===== src/design/bbm_pkg.sv =====
// Package for the base/bounds address mapper: register map, field layouts,
// segment offsets, reset values and the request/response carriers.
// Assumes one core clock shared by the pipeline and the register port.
package bbm_pkg;

	// Register offsets (byte addresses, one 32-bit word each)
	localparam logic [7:0] OFS_INSTR_BASE_OFFSET = 8'h00;
	localparam logic [7:0] OFS_ILIMIT = 8'h04;
	localparam logic [7:0] OFS_DATA_BASE_OFFSET = 8'h08;
	localparam logic [7:0] OFS_DLIMIT = 8'h0C;
	localparam logic [7:0] OFS_CACHE_POLICY_SELECT = 8'h10;
	localparam logic [7:0] OFS_STATUS = 8'h14;
	localparam logic [7:0] OFS_MASK = 8'h18;
	localparam logic [7:0] OFS_FAULT = 8'h1C;

	// Field layouts
	localparam int PG_LSB = 12;
	localparam int SEG_LSB = 29;
	localparam int CACHE_POLICY_SELECT_W = 3;
	localparam int CACHE_POLICY_SELECT_N = 8;
	localparam int NEV = 4;
	localparam int EV_I_AERR = 0;
	localparam int EV_I_BERR = 1;
	localparam int EV_D_AERR = 2;
	localparam int EV_D_BERR = 3;

	// Top of the user segment, then window starts, each also the amount subtracted for its window
	localparam logic [31:0] USER_TOP = 32'h7FFF_FFFF;
	localparam logic [31:0] KCACHED_OFS = 32'h8000_0000;
	localparam logic [31:0] KUNCACHED_OFS = 32'hA000_0000;
	localparam logic [31:0] KUPPER_OFS = 32'hC000_0000;

	// Cache policy codes and reset values
	localparam logic [2:0] CACHE_POLICY_SELECT_UNCACHED = 3'h2;
	localparam logic [2:0] CACHE_POLICY_SELECT_CACHED = 3'h3;
	localparam logic [23:0] CACHE_POLICY_SELECT_RST = 24'h6D_36DB;
	localparam logic [19:0] BASE_RST = 20'h0_0000;
	localparam logic [18:0] LIMIT_RST = 19'h0_0000;
	localparam logic [NEV-1:0] EV_RST = 4'h0;

	typedef struct packed {
		logic valid;
		logic user;
		logic [63:0] addr;
	} bbm_req_t;

	typedef struct packed {
		logic valid;
		logic go;
		logic addr_err;
		logic bound_err;
		logic [2:0] cache_policy_select;
		logic [31:0] paddr;
		logic [31:0] fault;
	} bbm_rsp_t;

	// Picks the cache policy field for a segment index
	function automatic logic [2:0] cache_policy_select_field(input logic [23:0] cache_policy_select, input logic [2:0] seg);
		cache_policy_select_field = cache_policy_select[seg*CACHE_POLICY_SELECT_W +: CACHE_POLICY_SELECT_W];
	endfunction : cache_policy_select_field

endpackage : bbm_pkg


===== src/design/bbm_xlate.sv =====
// Combinational program-to-physical translation for one access stream.
// Assumes base, limit and policy come from registers of the same clock.
`timescale 1ns/1ps
module bbm_xlate import bbm_pkg::*; (
	input bbm_req_t req,
	input wire logic [19:0] base,
	input wire logic [18:0] limit,
	input wire logic [23:0] cache_policy_select,
	output bbm_rsp_t rsp
);
	logic [31:0] pa;
	logic [2:0] seg;

	// Upper word of the address is never looked at
	assign pa = req.addr[31:0];
	assign seg = pa[31:SEG_LSB];

	// Segment decode, window offsets and base/bounds check
	always_comb begin
		rsp = '0;
		rsp.valid = req.valid;
		rsp.cache_policy_select = cache_policy_select_field(cache_policy_select, seg);
		rsp.fault = pa;
		if (!pa[31]) begin
			// Same path in either mode
			if (pa[31:PG_LSB] > {1'b0, limit}) begin
				rsp.bound_err = 1'b1;
			end else begin
				rsp.paddr = {pa[31:PG_LSB] + base, pa[PG_LSB-1:0]};
			end
		end else if (req.user) begin
			rsp.addr_err = 1'b1;
		end else begin
			unique case (seg)
				3'b100: rsp.paddr = pa - KCACHED_OFS;
				3'b101: rsp.paddr = pa - KUNCACHED_OFS;
				default: rsp.paddr = pa - KUPPER_OFS;
			endcase
		end
		// An empty slot carries junk on its address, so it may raise no fault
		if (!req.valid) begin
			rsp.addr_err = 1'b0;
			rsp.bound_err = 1'b0;
		end
		// A failed check never reaches memory
		rsp.go = req.valid && !rsp.addr_err && !rsp.bound_err;
		if (!rsp.go) begin
			rsp.paddr = '0;
		end
	end

endmodule : bbm_xlate


===== src/design/bbm_mapper.sv =====
// Base/bounds address mapper: two translators, control registers,
// sticky fault status with interrupt, registered responses.
// Assumes requests come from pipeline logic on the same clock, no sync.
//
// What this block does
// - A user-mode address above the top of the user segment is not translated and raises an address error.
// - The low 2-Gbyte user segment is the only user-mode space and kernel mode reaches it with the same translation.
// - Kernel cached window addresses are kernel-only and map by subtracting its start address.
// - Kernel uncached window addresses are kernel-only and map by subtracting its start address.
// - Kernel upper window addresses are kernel-only and map by subtracting its start address.
// - Only the low 32 address bits count and the physical space is 4 Gbytes.
// - Fetches use the instruction base and limit, data uses the data pair, with one algorithm.
// - User-segment page bits 31:12 are compared against limit bits 30:12.
// - A user-segment address above the limit raises a bound error and yields no physical address.
// - In range, physical page is program page plus base page and the low 12 bits pass through.
// - Cache policy comes from the field picked by program address bits 31:29.
// - After reset the cached window is cacheable and the uncached window uncached, both changeable.
`timescale 1ns/1ps
module bbm_mapper import bbm_pkg::*; #(
	parameter int REG_AW = 8
) (
	input wire logic clock,
	input wire logic rst_n,
	input wire logic [REG_AW-1:0] reg_addr,
	input wire logic [31:0] reg_wdata,
	input wire logic reg_wr,
	input wire logic reg_rd,
	output logic [31:0] reg_rdata,
	input bbm_req_t i_req,
	input bbm_req_t d_req,
	output bbm_rsp_t i_rsp,
	output bbm_rsp_t d_rsp,
	output logic irq
);
	// Refuse address widths below 6 or above 8 bits
	if (REG_AW < 6 || REG_AW > 8) begin : g_bad_aw
		$error("REG_AW must lie between 6 and 8");
	end

	logic [19:0] instr_base_offset_r, instr_base_offset_nxt, data_base_offset_r, data_base_offset_nxt;
	logic [18:0] ilimit_r, ilimit_nxt, dlimit_r, dlimit_nxt;
	logic [23:0] cache_policy_select_r, cache_policy_select_nxt;
	logic [NEV-1:0] status_r, status_nxt, mask_r, mask_nxt, ev;
	logic [31:0] fault_r, fault_nxt, rdata_r, rdata_nxt;
	logic irq_r, irq_nxt;
	bbm_rsp_t i_comb, d_comb, i_rsp_r, d_rsp_r;
	logic [7:0] ra;

	assign ra = 8'(reg_addr);

	// Same translator twice, each fed its own register pair
	bbm_xlate u_ixl (
		.req(i_req),
		.base(instr_base_offset_r),
		.limit(ilimit_r),
		.cache_policy_select(cache_policy_select_r),
		.rsp(i_comb)
	);

	bbm_xlate u_dxl (
		.req(d_req),
		.base(data_base_offset_r),
		.limit(dlimit_r),
		.cache_policy_select(cache_policy_select_r),
		.rsp(d_comb)
	);

	// Fault events from both streams
	assign ev = {d_comb.bound_err, d_comb.addr_err, i_comb.bound_err, i_comb.addr_err};

	// Register writes, sticky status and read-back
	always_comb begin
		instr_base_offset_nxt = instr_base_offset_r;
		ilimit_nxt = ilimit_r;
		data_base_offset_nxt = data_base_offset_r;
		dlimit_nxt = dlimit_r;
		cache_policy_select_nxt = cache_policy_select_r;
		mask_nxt = mask_r;
		status_nxt = status_r;
		fault_nxt = fault_r;
		rdata_nxt = 32'h0000_0000;
		if (reg_wr) begin
			unique case (ra)
				OFS_INSTR_BASE_OFFSET: instr_base_offset_nxt = reg_wdata[31:PG_LSB];
				OFS_ILIMIT: ilimit_nxt = reg_wdata[30:PG_LSB];
				OFS_DATA_BASE_OFFSET: data_base_offset_nxt = reg_wdata[31:PG_LSB];
				OFS_DLIMIT: dlimit_nxt = reg_wdata[30:PG_LSB];
				OFS_CACHE_POLICY_SELECT: cache_policy_select_nxt = reg_wdata[23:0];
				OFS_STATUS: status_nxt = status_r & ~reg_wdata[NEV-1:0];
				OFS_MASK: mask_nxt = reg_wdata[NEV-1:0];
				default: ;
			endcase
		end
		// New events win over a clear in the same cycle
		status_nxt = status_nxt | ev;
		// Data fault is the one kept when both streams fail together
		if (d_comb.addr_err || d_comb.bound_err) begin
			fault_nxt = d_comb.fault;
		end else if (i_comb.addr_err || i_comb.bound_err) begin
			fault_nxt = i_comb.fault;
		end
		if (reg_rd) begin
			unique case (ra)
				OFS_INSTR_BASE_OFFSET: rdata_nxt = {instr_base_offset_r, 12'h000};
				OFS_ILIMIT: rdata_nxt = {1'b0, ilimit_r, 12'h000};
				OFS_DATA_BASE_OFFSET: rdata_nxt = {data_base_offset_r, 12'h000};
				OFS_DLIMIT: rdata_nxt = {1'b0, dlimit_r, 12'h000};
				OFS_CACHE_POLICY_SELECT: rdata_nxt = {8'h00, cache_policy_select_r};
				OFS_STATUS: rdata_nxt = {28'h000_0000, status_r};
				OFS_MASK: rdata_nxt = {28'h000_0000, mask_r};
				OFS_FAULT: rdata_nxt = fault_r;
				default: rdata_nxt = 32'h0000_0000;
			endcase
		end
		irq_nxt = |(status_nxt & mask_nxt);
	end

	// Register group flops; policy reset makes the cached window cacheable
	always_ff @(posedge clock or negedge rst_n) begin
		if (!rst_n) begin
			instr_base_offset_r <= BASE_RST;
			ilimit_r <= LIMIT_RST;
			data_base_offset_r <= BASE_RST;
			dlimit_r <= LIMIT_RST;
			cache_policy_select_r <= CACHE_POLICY_SELECT_RST;
			mask_r <= EV_RST;
			status_r <= EV_RST;
			fault_r <= 32'h0000_0000;
			rdata_r <= 32'h0000_0000;
			irq_r <= 1'b0;
		end else begin
			instr_base_offset_r <= instr_base_offset_nxt;
			ilimit_r <= ilimit_nxt;
			data_base_offset_r <= data_base_offset_nxt;
			dlimit_r <= dlimit_nxt;
			cache_policy_select_r <= cache_policy_select_nxt;
			mask_r <= mask_nxt;
			status_r <= status_nxt;
			fault_r <= fault_nxt;
			rdata_r <= rdata_nxt;
			irq_r <= irq_nxt;
		end
	end

	// Responses registered so every output leaves a flop; one cycle of latency
	always_ff @(posedge clock or negedge rst_n) begin
		if (!rst_n) begin
			i_rsp_r <= '0;
			d_rsp_r <= '0;
		end else begin
			i_rsp_r <= i_comb;
			d_rsp_r <= d_comb;
		end
	end

	assign i_rsp = i_rsp_r;
	assign d_rsp = d_rsp_r;
	assign reg_rdata = rdata_r;
	assign irq = irq_r;

	// Helper: low only in the first cycle after reset release
	logic seen_r;
	always_ff @(posedge clock or negedge rst_n) begin
		if (!rst_n) begin
			seen_r <= 1'b0;
		end else begin
			seen_r <= 1'b1;
		end
	end
endmodule : bbm_mapper


===== config.mk =====
export PLATFORM = sky130hd
export DESIGN_NAME = bbm_mapper
export DESIGN_NICKNAME = d
export VERILOG_FILES = /design/src/design/bbm_pkg.sv /design/src/design/bbm_xlate.sv /design/src/design/bbm_mapper.sv
export SDC_FILE = /design/constraint.sdc
export NUM_CORES = 1
export LEC_CHECK = 0
export BUFFER_PORTS_ARGS = -buffer_cell sky130_fd_sc_hd__buf_2
export CAP_MARGIN = 40
export CORE_MARGIN = 2
export CORE_UTILIZATION = 35
export DETAILED_ROUTE_END_ITERATION = 10
export PLACE_DENSITY = 0.66
export SLEW_MARGIN = 20
export SYNTH_ARGS = -nofsm -noshare
export SYNTH_HDL_FRONTEND = slang
export SYNTH_SLANG_ARGS = --single-unit

===== constraint.sdc =====
create_clock -name clock -period 6.4 [get_ports clock]
set_clock_uncertainty 0.2 [all_clocks]
set_input_delay 0.64 -clock clock [delete_from_list [all_inputs] [get_ports clock]]
set_output_delay 0.64 -clock clock [all_outputs]
set_load 0.005 [all_outputs]

==> impl_metrics.json <==
{
  "status": "complete, no violations",
  "post-synth-top-count-cell": "dfrtp_1",
  "grt_usage_pct": 21.13,
  "setup.worst_path.start_class": "input pin",
  "ioPinCount": 351,
  "cp.arrival_ns": 4.15,
  "grt-ovfl-total": 0,
  "fmax_mhz": 256.9,
  "p_per_area_nw_per_um2": 273.7,
  "drv_cap": 0,
  "coreArea_sq_um": 41950,
  "gp_congestion": 0.8628,
  "grt_pass1_wl_mm": 70.26,
  "yosys-top-cells-area": "dfrtp_1 51%, mux2_2 8.4%, ha_1 6.9%, a22oi_1 3.2%, mux2i_1 2.8%",
  "async_flop_share_pct": 100.0,
  "worstPathRequired_ns": 6.66,
  "layout.cells.non_filler": 2148,
  "report.power.total_uw": 5053,
  "wl_per_cell_microns": 21.63,
  "path_class": "in -> reg",
  "port_buffers": 286,
  "regArea_sq_um": 7951,
  "row_count": 75,
  "rsz0062_at_grt": "false",
  "post-route-min-period_ns": 3.892,
  "max_slew.worst_pin.slew_ns": 0.8435,
  "vias_per_cell": 5.325,
  "firstDrtPassIters": 7,
  "clk_pin_slew_ns": 0.06,
  "min_path_type": "in -> reg",
  "dieArea_sq_um": 44140,
  "vdd_drop_max_mv": 0.1911,
  "cts_tree": "yes",
  "grt_pass1_vias": 11700,
  "ys_ff_latch": 317,
  "post_synth_num_cell_types": 68,
  "fin_tns_setup_ns": 0,
  "crit_path_start": "i_req[29]",
  "clk_root_buffer_cell": "clkbuf_16",
  "setup_viol_count_final": 0,
  "drtIter0Drc": 916,
  "placed_cells": 2072,
  "synth_nets": 1541,
  "drcViolationCount": 0,
  "ys_warn_count": 0,
  "crit_path_end_kind": "register",
  "die_w_microns": 210.1,
  "cts_sinks": 317,
  "clockBufferDepth": 3,
  "routed_wl_mm": 46.47,
  "critPathMaxFanout": 14,
  "htreeDepth": 2,
  "period_share_pct": 60.82,
  "drive_gt1_share_pct": 32.73,
  "synth_ff_type": "dfrtp_1",
  "synth_edf_count": 0,
  "nets": 1836,
  "synth_area_sq_um": 14870,
  "multi_input_area_sq_um": 6494,
  "vias": 11440,
  "syn2layout_area_growth_pct": 24.19,
  "grt_start_max_net_pins": 149,
  "detailed_place_hpwl_mm": 34.49,
  "antenna_found_initial": 10,
  "maxSlewHeadroom_pct": 43.77,
  "slew_violations": 0,
  "ant_nets": 0,
  "start_util_pct": 35.44,
  "holdCritStartpoint": "d_req[7]",
  "die_y_microns": 210.1,
  "power_leakage_uw": 0.009115,
  "synth_commonest_cells": "302 x dfrtp_1, 111 x mux2_2, 89 x nor2_1",
  "seq_area_frac_synth_pct": 53.49,
  "cts-buffers-inserted": 38,
  "synth_top_area_cell": "dfrtp_1",
  "clkLatencyLatePin_ns": 0.56,
  "synth_top_area_share_pct": 50.84,
  "avgSynthCellArea_sq_um": 11.60,
  "hold_viol": 0,
  "reg2reg_from": "ilimit_r[17]",
  "fillers": 3881,
  "synthCells": 1281
}
-- logic make-up (layout without fill, tap and decap cells) --
family | after synthesis | in the layout | share of synthesized area [%]
adders and majority gates | 84 | 84 | 7.171
muxes | 164 | 164 | 12.99
AOI/OAI and AO/OA | 285 | 285 | 12.62
DFF | 317 | 317 | 53.49
other | 0 | 5 | 0
buffers and inverters | 117 | 440 | 3.047
and+or+nand+nor | 290 | 290 | 9.275
xor gates and xnor gates | 24 | 24 | 1.414
-- area by class of cell --
cell class                      instances  area share (%)
Inverter                               63           1.308
Clock buffer                           52           5.876
Timing Repair Buffer                  309           9.502
Multi-Input combinational cell        847           35.17
Antenna cell                            5         0.06777
Sequential cell                       317           43.07
Tap cell                              539           3.653
Clock inverter                         16           1.349
-- metrics by stage --
stage                     utilization, %  setup slack [ns]  hold WS (ns)  instance area (sq um)
final                              44.01             2.508       0.03341                  18460
after CTS                          43.92             2.537       0.01053                  18420
after floorplan                        -             3.343        0.1444                  14870
after global routing               43.99             2.273       0.01682                  18450
after global placement             40.32             1.908        0.2856                  16910
after detailed placement           40.69             1.993        0.2936                  17070
-- critical path, cell delays in order --
cell and delay [ns]:
buf_2 0.42, ha_1 0.24, nand3_1 0.14, nor4_1 0.49, nand2_1 0.13, o21bai_1 0.19, a41o_1 0.32, nor3b_2 0.63
nor2_4 0.26, buf_4 0.30, mux2i_1 0.14, o21ai_0 0.21
-- flip-flops by register name, summed over array words and instances, names as in the netlist --
name / cells
ilimit_r: 19
fault_r: 32
d_rsp: 71
irq: 1
dlimit_r: 19
mask_r: 4
i_rsp: 71
data_base_offset_r: 20
reg_rdata: 32
cache_policy_select_r: 24
instr_base_offset_r: 20
status_r: 4
-- report_power, final --
part	switching, uW	leakage, uW	internal, uW
combinational	331	0.00438	233
clock	873	0.000646	1430
sequential	65.3	0.00409	2120
-- timing repair --
action                                 in CTS  in global routing
setup buffers                               0                  0
resized for setup                           0                  0
hold buffers                                2                  0
endpoints found under the hold margin     100                  0
-- cells in the final DEF, fill, tap and decap left out, drive strengths merged, types with 5 or more instances in the layout --
cell type and instances:
a31oi 15, nor2b 7, dfstp 15, nand3 19, mux2 111, clkinv 6, mux2i 41, inv 64
mux4 12, nand2b 12, o22ai 5, a21o 18, nor3 12, o31ai 7, and3 13, nand2 90
o211ai 6, xnor2 13, a21oi 61, nor2 89, ha 82, dfrtp 302, a22oi 63, o21bai 6
diode 5, or3 12, xor2 11, bufinv 6, o21a 10, o21ai 61, clkbuf 52, nand4 7
a211oi 7, buf 307, and2 16
-- path summary, 6_finish.rpt --
path                                          end  slack, ns  cells after the start
max                                   fault_r[12]       2.51                     12
min                                      d_rsp[7]       0.03                      1
max reg2reg                           fault_r[12]       2.55                     12
min reg2reg                          dlimit_r[16]       0.31                      1
max in group asynchronous  instr_base_offset_r[0]       4.17                      3
min in group asynchronous                i_rsp[0]       0.55                      2
-- metal layers --
| metal | vias to the layer above | global-route usage (%) | part of all wire, % |
|---|---|---|---|
| met4 | 10 | 7.728 | 3.5 |
| met1 | 5665 | 28.25 | 44 |
| li1 | 5202 | - | - |
| met5 | - | 0 | 0.15 |
| met3 | 99 | 5.334 | 7.1 |
| met2 | 463 | 33.24 | 45 |
Power figures use the tool's default switching activity.
